### src/tmr_defs.vh
`ifndef TMR_DEFS_VH
`define TMR_DEFS_VH
// Register index of the mode register; its byte address is four times it
`define MODE_REG_INDEX 10'h089
// Byte addresses of the registers
`define ADDR_MODE      10'h224
`define ADDR_CTRL      10'h004
`define ADDR_CNT0      10'h008
`define ADDR_CNT1      10'h00C
// Mode register field positions
`define GATE1_BIT      7
`define SRC1_BIT       6
`define GATE0_BIT      3
`define SRC0_BIT       2
// Control register field positions
`define RUN0_BIT       0
`define RUN1_BIT       1
`define OVF0_BIT       2
`define OVF1_BIT       3
// Mode codes
`define MODE_13BIT     2'h0
`define MODE_16BIT     2'h1
`define MODE_RELOAD    2'h2
`define MODE_SPLIT     2'h3
// Reset values and timing
`define MODE_RESET     8'h00
`define PRESCALE_MAX   5'h1F
`define MCYCLE_DIV     4'hB
// Bus responses
`define RESP_OKAY      2'h0
`define RESP_SLVERR    2'h2
`endif

### src/tmr_mcycle.v
`timescale 1ns/10ps
`default_nettype none
`include "tmr_defs.vh"
// Machine-cycle tick, one pulse every twelve clocks
module tmr_mcycle (
  input  wire aclk,
  input  wire aresetn,
  output reg  tick
);
  reg [3:0] cnt_q;
  // Divider
  always @(posedge aclk) begin
    if (!aresetn) begin
      cnt_q <= 4'h0;
      tick  <= 1'b0;
    end else begin
      tick  <= (cnt_q == `MCYCLE_DIV);
      cnt_q <= (cnt_q == `MCYCLE_DIV) ? 4'h0 : cnt_q + 4'h1;
    end
  end
endmodule
`default_nettype wire

### src/tmr_sync.v
`timescale 1ns/10ps
`default_nettype none
// Two-stage synchroniser with falling edge detect
module tmr_sync (
  input  wire aclk,
  input  wire aresetn,
  input  wire pin,
  output wire level,
  output wire fall
);
  reg meta_q;
  reg sync_q;
  reg last_q;
  // Sync chain
  always @(posedge aclk) begin
    if (!aresetn) begin
      meta_q <= 1'b0;
      sync_q <= 1'b0;
      last_q <= 1'b0;
    end else begin
      meta_q <= pin;
      sync_q <= meta_q;
      last_q <= sync_q;
    end
  end
  assign level = sync_q;
  assign fall  = last_q & ~sync_q;
endmodule
`default_nettype wire

### src/tmr_top.v
// The AXI4-Lite interface to the registers is this design's own decision.
`timescale 1ns/10ps
`default_nettype none
`include "tmr_defs.vh"
module tmr_top (
  input  wire        aclk,
  input  wire        aresetn,
  input  wire [31:0] s_axi_awaddr,
  input  wire        s_axi_awvalid,
  output reg         s_axi_awready,
  input  wire [31:0] s_axi_wdata,
  input  wire [3:0]  s_axi_wstrb,
  input  wire        s_axi_wvalid,
  output reg         s_axi_wready,
  output reg  [1:0]  s_axi_bresp,
  output reg         s_axi_bvalid,
  input  wire        s_axi_bready,
  input  wire [31:0] s_axi_araddr,
  input  wire        s_axi_arvalid,
  output reg         s_axi_arready,
  output reg  [31:0] s_axi_rdata,
  output reg  [1:0]  s_axi_rresp,
  output reg         s_axi_rvalid,
  input  wire        s_axi_rready,
  input  wire        external_gate_pin_zero,
  input  wire        external_gate_pin_one,
  input  wire        count_input_pin_zero,
  input  wire        count_input_pin_one,
  output reg         overflow_flag_zero,
  output reg         overflow_flag_one
);
  wire       tick;
  wire       gate0_lvl;
  wire       gate1_lvl;
  wire       cnt0_fall;
  wire       cnt1_fall;
  reg  [7:0] timer_mode_control_q;
  reg        run_bit_zero_q;
  reg        run_bit_one_q;
  reg  [7:0] count_low_byte_zero_q;
  reg  [7:0] count_high_byte_zero_q;
  reg  [7:0] count_low_byte_one_q;
  reg  [7:0] count_high_byte_one_q;
  reg  [4:0] pre0_q;
  reg  [4:0] pre1_q;
  reg  [9:0] aw_q;
  reg        aw_have_q;
  reg [31:0] w_q;
  reg  [3:0] ws_q;
  reg        w_have_q;

  tmr_mcycle u_mcycle (
    .aclk    (aclk),
    .aresetn (aresetn),
    .tick    (tick)
  );
  // Pin synchronisers: gate levels and count pin falls
  tmr_sync u_g0 (
    .aclk    (aclk),
    .aresetn (aresetn),
    .pin     (external_gate_pin_zero),
    .level   (gate0_lvl),
    .fall    ()
  );
  tmr_sync u_g1 (
    .aclk    (aclk),
    .aresetn (aresetn),
    .pin     (external_gate_pin_one),
    .level   (gate1_lvl),
    .fall    ()
  );
  tmr_sync u_c0 (
    .aclk    (aclk),
    .aresetn (aresetn),
    .pin     (count_input_pin_zero),
    .level   (),
    .fall    (cnt0_fall)
  );
  tmr_sync u_c1 (
    .aclk    (aclk),
    .aresetn (aresetn),
    .pin     (count_input_pin_one),
    .level   (),
    .fall    (cnt1_fall)
  );

  // Mode fields
  wire [1:0] mode0 = timer_mode_control_q[1:0];
  wire [1:0] mode1 = timer_mode_control_q[5:4];
  wire       split = (mode0 == `MODE_SPLIT);

  // Count events per timer
  wire src0 = timer_mode_control_q[`SRC0_BIT] ? cnt0_fall : tick;
  wire src1 = timer_mode_control_q[`SRC1_BIT] ? cnt1_fall : tick;
  wire en0  = run_bit_zero_q & (~timer_mode_control_q[`GATE0_BIT] | gate0_lvl);
  // Timer 1 run: while timer 0 is split its run bit serves the high byte
  wire run1 = split | run_bit_one_q;
  wire en1  = run1 & (~timer_mode_control_q[`GATE1_BIT] | gate1_lvl) &
              (mode1 != `MODE_SPLIT);
  wire inc0 = en0 & src0;
  wire inc1 = en1 & src1;
  wire inc0h = split & run_bit_one_q & tick;

  // Write channel decode
  wire       wr_go  = aw_have_q & w_have_q & ~s_axi_bvalid;
  wire       wr_ok  = (aw_q == `ADDR_MODE) | (aw_q == `ADDR_CTRL) |
                      (aw_q == `ADDR_CNT0) | (aw_q == `ADDR_CNT1);

  // Write targets, decoded once
  wire       wr_mode = wr_go & (aw_q == `ADDR_MODE);
  wire       wr_ctrl = wr_go & (aw_q == `ADDR_CTRL) & ws_q[0];
  wire       wr_cnt0 = wr_go & (aw_q == `ADDR_CNT0);
  wire       wr_cnt1 = wr_go & (aw_q == `ADDR_CNT1);

  // Apply byte strobes
  function [7:0] merge;
    input [7:0] old;
    input [7:0] nw;
    input       en;
    begin
      merge = en ? nw : old;
    end
  endfunction

  // One timer step: returns {overflow, high, low}
  function [16:0] step;
    input [1:0] mode;
    input [7:0] hi;
    input [7:0] lo;
    input [4:0] pre;
    reg   [8:0] s;
    begin
      s = 9'h000;
      case (mode)
        `MODE_13BIT: begin
          if (pre == `PRESCALE_MAX) begin
            s = {1'b0, hi} + 9'h001;
            step = {s[8], s[7:0], lo[7:5], 5'h00};
          end else begin
            step = {1'b0, hi, lo[7:5], pre + 5'h01};
          end
        end
        `MODE_16BIT: begin
          if (lo == 8'hFF) begin
            s = {1'b0, hi} + 9'h001;
            step = {s[8], s[7:0], 8'h00};
          end else begin
            step = {1'b0, hi, lo + 8'h01};
          end
        end
        `MODE_RELOAD: begin
          if (lo == 8'hFF) step = {1'b1, hi, hi};
          else step = {1'b0, hi, lo + 8'h01};
        end
        default: begin
          if (lo == 8'hFF) step = {1'b1, hi, 8'h00};
          else step = {1'b0, hi, lo + 8'h01};
        end
      endcase
    end
  endfunction

  wire [16:0] nxt0 = step(mode0, count_high_byte_zero_q, count_low_byte_zero_q, pre0_q);
  wire [16:0] nxt1 = step(mode1, count_high_byte_one_q, count_low_byte_one_q, pre1_q);
  wire        ovf0h = inc0h & (count_high_byte_zero_q == 8'hFF);
  wire        ovf0 = inc0 & nxt0[16];
  wire        ovf1 = (inc1 & nxt1[16] & ~split) | ovf0h;

  // Bus slave: capture address and data in either order
  always @(posedge aclk) begin
    if (!aresetn) begin
      s_axi_awready <= 1'b0;
      s_axi_wready  <= 1'b0;
      s_axi_bvalid  <= 1'b0;
      s_axi_bresp   <= `RESP_OKAY;
      aw_have_q     <= 1'b0;
      w_have_q      <= 1'b0;
      aw_q          <= 10'h000;
      w_q           <= 32'h0000_0000;
      ws_q          <= 4'h0;
    end else begin
      s_axi_awready <= ~aw_have_q & ~s_axi_awready & s_axi_awvalid;
      s_axi_wready  <= ~w_have_q & ~s_axi_wready & s_axi_wvalid;
      if (s_axi_awvalid & s_axi_awready) begin
        aw_have_q <= 1'b1;
        aw_q      <= s_axi_awaddr[9:0];
      end
      if (s_axi_wvalid & s_axi_wready) begin
        w_have_q <= 1'b1;
        w_q      <= s_axi_wdata;
        ws_q     <= s_axi_wstrb;
      end
      if (wr_go) begin
        s_axi_bvalid <= 1'b1;
        s_axi_bresp  <= wr_ok ? `RESP_OKAY : `RESP_SLVERR;
        aw_have_q    <= 1'b0;
        w_have_q     <= 1'b0;
      end else if (s_axi_bvalid & s_axi_bready) begin
        s_axi_bvalid <= 1'b0;
      end
    end
  end

  // Read channel
  always @(posedge aclk) begin
    if (!aresetn) begin
      s_axi_arready <= 1'b0;
      s_axi_rvalid  <= 1'b0;
      s_axi_rdata   <= 32'h0000_0000;
      s_axi_rresp   <= `RESP_OKAY;
    end else begin
      s_axi_arready <= ~s_axi_arready & ~s_axi_rvalid & s_axi_arvalid;
      if (s_axi_arvalid & s_axi_arready) begin
        s_axi_rvalid <= 1'b1;
        s_axi_rresp  <= `RESP_OKAY;
        case (s_axi_araddr[9:0])
          `ADDR_MODE: s_axi_rdata <= {24'h000000, timer_mode_control_q};
          `ADDR_CTRL: s_axi_rdata <= {28'h0000000, overflow_flag_one, overflow_flag_zero,
                                      run_bit_one_q, run_bit_zero_q};
          `ADDR_CNT0: s_axi_rdata <= {16'h0000, count_high_byte_zero_q, count_low_byte_zero_q};
          `ADDR_CNT1: s_axi_rdata <= {16'h0000, count_high_byte_one_q, count_low_byte_one_q};
          default: begin
            s_axi_rdata <= 32'h0000_0000;
            s_axi_rresp <= `RESP_SLVERR;
          end
        endcase
      end else if (s_axi_rvalid & s_axi_rready) begin
        s_axi_rvalid <= 1'b0;
      end
    end
  end

  // Timer state, bus writes and counting
  always @(posedge aclk) begin
    if (!aresetn) begin
      timer_mode_control_q   <= `MODE_RESET;
      run_bit_zero_q         <= 1'b0;
      run_bit_one_q          <= 1'b0;
      overflow_flag_zero     <= 1'b0;
      overflow_flag_one      <= 1'b0;
      count_low_byte_zero_q  <= 8'h00;
      count_high_byte_zero_q <= 8'h00;
      count_low_byte_one_q   <= 8'h00;
      count_high_byte_one_q  <= 8'h00;
      pre0_q                 <= 5'h00;
      pre1_q                 <= 5'h00;
    end else begin
      // Counting first; bus writes to counts take over below
      if (inc0) begin
        count_low_byte_zero_q <= nxt0[7:0];
        pre0_q                <= nxt0[4:0];
        if (!split) count_high_byte_zero_q <= nxt0[15:8];
      end
      if (inc0h) count_high_byte_zero_q <= count_high_byte_zero_q + 8'h01;
      if (inc1) begin
        count_low_byte_one_q  <= nxt1[7:0];
        count_high_byte_one_q <= nxt1[15:8];
        pre1_q                <= nxt1[4:0];
      end
      if (wr_mode)
        timer_mode_control_q <= merge(timer_mode_control_q, w_q[7:0], ws_q[0]);
      // Run bits only; counts stay as they are
      if (wr_ctrl) begin
        run_bit_zero_q <= w_q[`RUN0_BIT];
        run_bit_one_q  <= w_q[`RUN1_BIT];
      end
      if (wr_cnt0) begin
        count_low_byte_zero_q  <= merge(count_low_byte_zero_q, w_q[7:0], ws_q[0]);
        count_high_byte_zero_q <= merge(count_high_byte_zero_q, w_q[15:8], ws_q[1]);
        if (ws_q[0]) pre0_q <= w_q[4:0];
      end
      if (wr_cnt1) begin
        count_low_byte_one_q  <= merge(count_low_byte_one_q, w_q[7:0], ws_q[0]);
        count_high_byte_one_q <= merge(count_high_byte_one_q, w_q[15:8], ws_q[1]);
        if (ws_q[0]) pre1_q <= w_q[4:0];
      end
      // Flags: write one to clear, a new overflow wins
      if (ovf0) overflow_flag_zero <= 1'b1;
      else if (wr_ctrl & w_q[`OVF0_BIT]) overflow_flag_zero <= 1'b0;
      if (ovf1) overflow_flag_one <= 1'b1;
      else if (wr_ctrl & w_q[`OVF1_BIT]) overflow_flag_one <= 1'b0;
    end
  end
endmodule
`default_nettype wire
### config.mk
export PLATFORM = sky130hd
export DESIGN_NAME = tmr_top
export DESIGN_NICKNAME = d
export VERILOG_FILES = /design/src/tmr_mcycle.v /design/src/tmr_sync.v /design/src/tmr_top.v
export VERILOG_INCLUDE_DIRS = /design/src
export SDC_FILE = /design/constraint.sdc
export NUM_CORES = 1
export LEC_CHECK = 0
export ABC_AREA = 1
export BUFFER_PORTS_ARGS = -buffer_cell sky130_fd_sc_hd__buf_2
export CORE_MARGIN = 2
export CORE_UTILIZATION = 50
export DETAILED_ROUTE_END_ITERATION = 16
export PLACE_DENSITY = 0.75
export SLEW_MARGIN = 20
export SYNTH_ARGS = -nofsm -noshare
export SYNTH_HDL_FRONTEND = slang
export SYNTH_SLANG_ARGS = --single-unit
export TNS_END_PERCENT = 20
### constraint.sdc
create_clock -name aclk -period 1.9 [get_ports aclk]
set_input_delay 0.57 -clock aclk [delete_from_list [all_inputs] [get_ports aclk]]
set_output_delay 0.57 -clock aclk [all_outputs]
set_load 0.005 [all_outputs]
==> flow_summary.json <==
{
  "outcome": "complete, no violations",
  "crit_start": "pre0_q[0]",
  "multi_input_area_um2": 3710,
  "required_ns": 2.26,
  "wl_met1_mm": 8.46,
  "fin_area_um2": 8060,
  "cts_htree_levels": 4,
  "critPathCaptureType": "register",
  "final.setup.tns_ns": 0,
  "cp_max_fo": 11,
  "ys.flop_type": "dfxtp_1",
  "finClkSkew_ns": 0.00709,
  "initial_core_util": 0.511,
  "async_reset_ff_frac": 0,
  "gr-total-overflow": 0,
  "min-delay-start": "count_input_pin_one",
  "num_vias": 6856,
  "fmax_mhz": 570,
  "drc": 0,
  "ys_seq_area_frac": 0.361,
  "seq_area_um2": 2440,
  "drv_slew": 0,
  "clk_path_buf_depth": 2,
  "avgSynthCellArea_um2": 6.60,
  "yosys_warnings": 0,
  "hold_viol": 0,
  "rows": 42,
  "die_y_um": 120,
  "ys_types": 41,
  "worst_slack_ns": 0.146,
  "wl_met2_mm": 8.48,
  "yosys_register_bits": 122,
  "synth_edf_count": 0,
  "fillers": 1241,
  "pre_cts_ws_ns": 0.00199,
  "clk_latency_ns": 0.42,
  "grt_setup_unrepaired": "yes",
  "die_area_um2": 14500,
  "first_iter_violations": 638,
  "p_leak_nw": 3.60,
  "dpl_cell_area_um2": 7380,
  "drtAntennaViolNets": 0,
  "dp_hpwl_mm": 13.8,
  "cpMaxStageDelayCell": "dfxtp_1",
  "grt_pass1_vias": 6070,
  "wl_met3_mm": 1.50,
  "gp_congestion": 0.983,
  "grt_pass1_wl_mm": 29.9,
  "utilization": 0.609,
  "period_needed_ns": 1.75,
  "dieWidth_um": 120,
  "power.density_nw_per_um2": 817,
  "n_antenna_cell": 0,
  "startpoint_type": "register",
  "min_path_type": "in2reg",
  "synth_area_um2": 6770,
  "num_io_pins": 154,
  "path_delay_family": "simple AND/OR/NAND/NOR gates",
  "cp_cell_sequence": "ha_2 > nand2_1 > nor2_1 > ha_2 > nor2_4 > nor2_1 > nand3_2 > nand2_4 > nand2_4 > nand2_1 > nand2_1 > nor2_1",
  "clock-root-buffer": "clkbuf_16",
  "grt_max_degree": 37,
  "dr.pass1.iters": 5,
  "clock_sinks": 122,
  "setup_viol": 0,
  "nets": 1241,
  "coreArea_um2": 13200,
  "wl_mm": 18.8,
  "worst-setup-path-type": "reg2reg",
  "highest_layer": "met4",
  "wl_per_cell_um": 14.4,
  "critical_path_buf_inv_count": 0,
  "drv_cap": 0,
  "cts-hold-fix-buffers": 0,
  "path_clk_slew_ns": 0.06,
  "viasPerCell": 5.23,
  "numCtsBuffers": 17,
  "post_cts_buffers": 0,
  "grtUsageTotal": 0.263,
  "r2r-start": "pre0_q[0]",
  "io_buffers": 73,
  "peakVddDrop_mv": 0.863,
  "synthCells": 1026,
  "drive_gt1_frac": 0.177,
  "slowest_delay_ns": 0.34,
  "area_delta_synth_final_pct": 19.1,
  "min_period_over_period": 0.923,
  "fin_total_pwr_mw": 6.59,
  "grt_antenna_before_repair": 0,
  "cts_tree": "built",
  "cp.arrival_ns": 2.11
}
## worst paths after layout
check / end / slack (ns) / cells past startpoint
setup / recovery: count_high_byte_zero_q[2] / 0.15 / 12
hold / removal: u_c1.meta_q / 0.34 / 3
setup reg to reg: count_high_byte_zero_q[2] / 0.15 / 12
hold reg to reg: u_g1.level / 0.41 / 2
## cells in the final DEF, fill, tap and decap left out, types with 9 or more instances in the layout
cell type	instances
o21ai_0	85
nand4_1	22
nand2_2	10
xor2_1	10
a21oi_1	75
nor2_4	9
inv_2	9
nand3_1	72
dfxtp_1	120
clkbuf_16	17
nor2_2	11
nor3_1	12
buf_2	73
inv_1	101
nand2_1	244
nor2_1	135
buf_4	33
conb_1	18
## registers in the layout, indices dropped and copies added, names as in the netlist, 2 cells and up
register                cells
s_axi_rdata                16
ws_q                        2
pre0_q                      5
count_high_byte_zero_q      8
aw_q                       10
timer_mode_control_q        8
count_high_byte_one_q       8
count_low_byte_zero_q       8
pre1_q                      5
w_q                        16
u_mcycle.cnt_q              4
count_low_byte_one_q        8
## cell usage after synthesis (2+ instances only)
master / number / area (µm²)
a21oi_1: 76 / 380
a31oi_1: 5 / 31.3
buf_2: 7 / 35.0
buf_4: 22 / 165
buf_6: 2 / 22.5
clkbuf_1: 16 / 60.1
dfxtp_1: 122 / 2440
ha_1: 9 / 113
inv_1: 101 / 379
inv_2: 9 / 33.8
nand2_1: 244 / 916
nand2_2: 11 / 68.8
nand2_4: 3 / 33.8
nand3_1: 72 / 360
nand3_2: 5 / 50.1
nand3_4: 2 / 35.0
nand4_1: 22 / 138
nor2_1: 136 / 510
nor2_2: 11 / 68.8
nor2_4: 8 / 90.1
nor3_1: 12 / 60.1
o211ai_1: 4 / 30.0
o21ai_0: 86 / 430
o21ai_1: 6 / 30.0
o22ai_1: 7 / 43.8
o31ai_1: 2 / 15.0
or2_2: 3 / 18.8
xor2_1: 10 / 87.6
## cell type report
cell class / count / area share
repair buffers: 106 / 0.0760
flip-flops and latches: 122 / 0.303
multi-input cells: 762 / 0.460
inverters: 112 / 0.0524
well taps: 176 / 0.0273
clock buffers: 19 / 0.0549
clock inverters: 13 / 0.0265
## repair_timing
item / 4_1_cts / 5_1_grt
setup endpoints to repair: 0 / 21
gates resized for setup: 0 / 9
hold endpoints to repair: 0 / 0
## per-layer routing
layer | track usage | vias up
met2 | 0.419 | 282
met4 | 0.0938 | 0
li1 | - | 3492
met5 | 0 | -
met1 | 0.357 | 3047
met3 | 0.0500 | 35
## stage by stage
step,instances,hold WS (ns)
2_1_floorplan,1043,0.390
3_3_place_gp,1278,0.397
3_5_place_dp,1278,0.395
4_1_cts,1310,0.325
5_1_grt,1310,0.333
6_report,1310,0.336
## worst min-delay path: cells and delay by family
kind	cells	cell delay, ns
buffers and inverters	2	0.11
and+or+nand+nor	1	0.04
## power breakdown
part	switching, mW	internal, mW	total [mW]
Combinational	0.191	0.107	0.298
Sequential	0.0467	2.61	2.66
Clock	1.26	2.38	3.63
Total	1.50	5.10	6.59
## kinds of logic after synthesis
family	synth area share
AOI/OAI and AO/OA	0.147
xor gates and xnor gates	0.0142
adders and majority gates	0.0166
buffers and inverters	0.104
DFF	0.361
other	0.000554
and+or+nand+nor	0.357
Power figures use the tool's default switching activity.
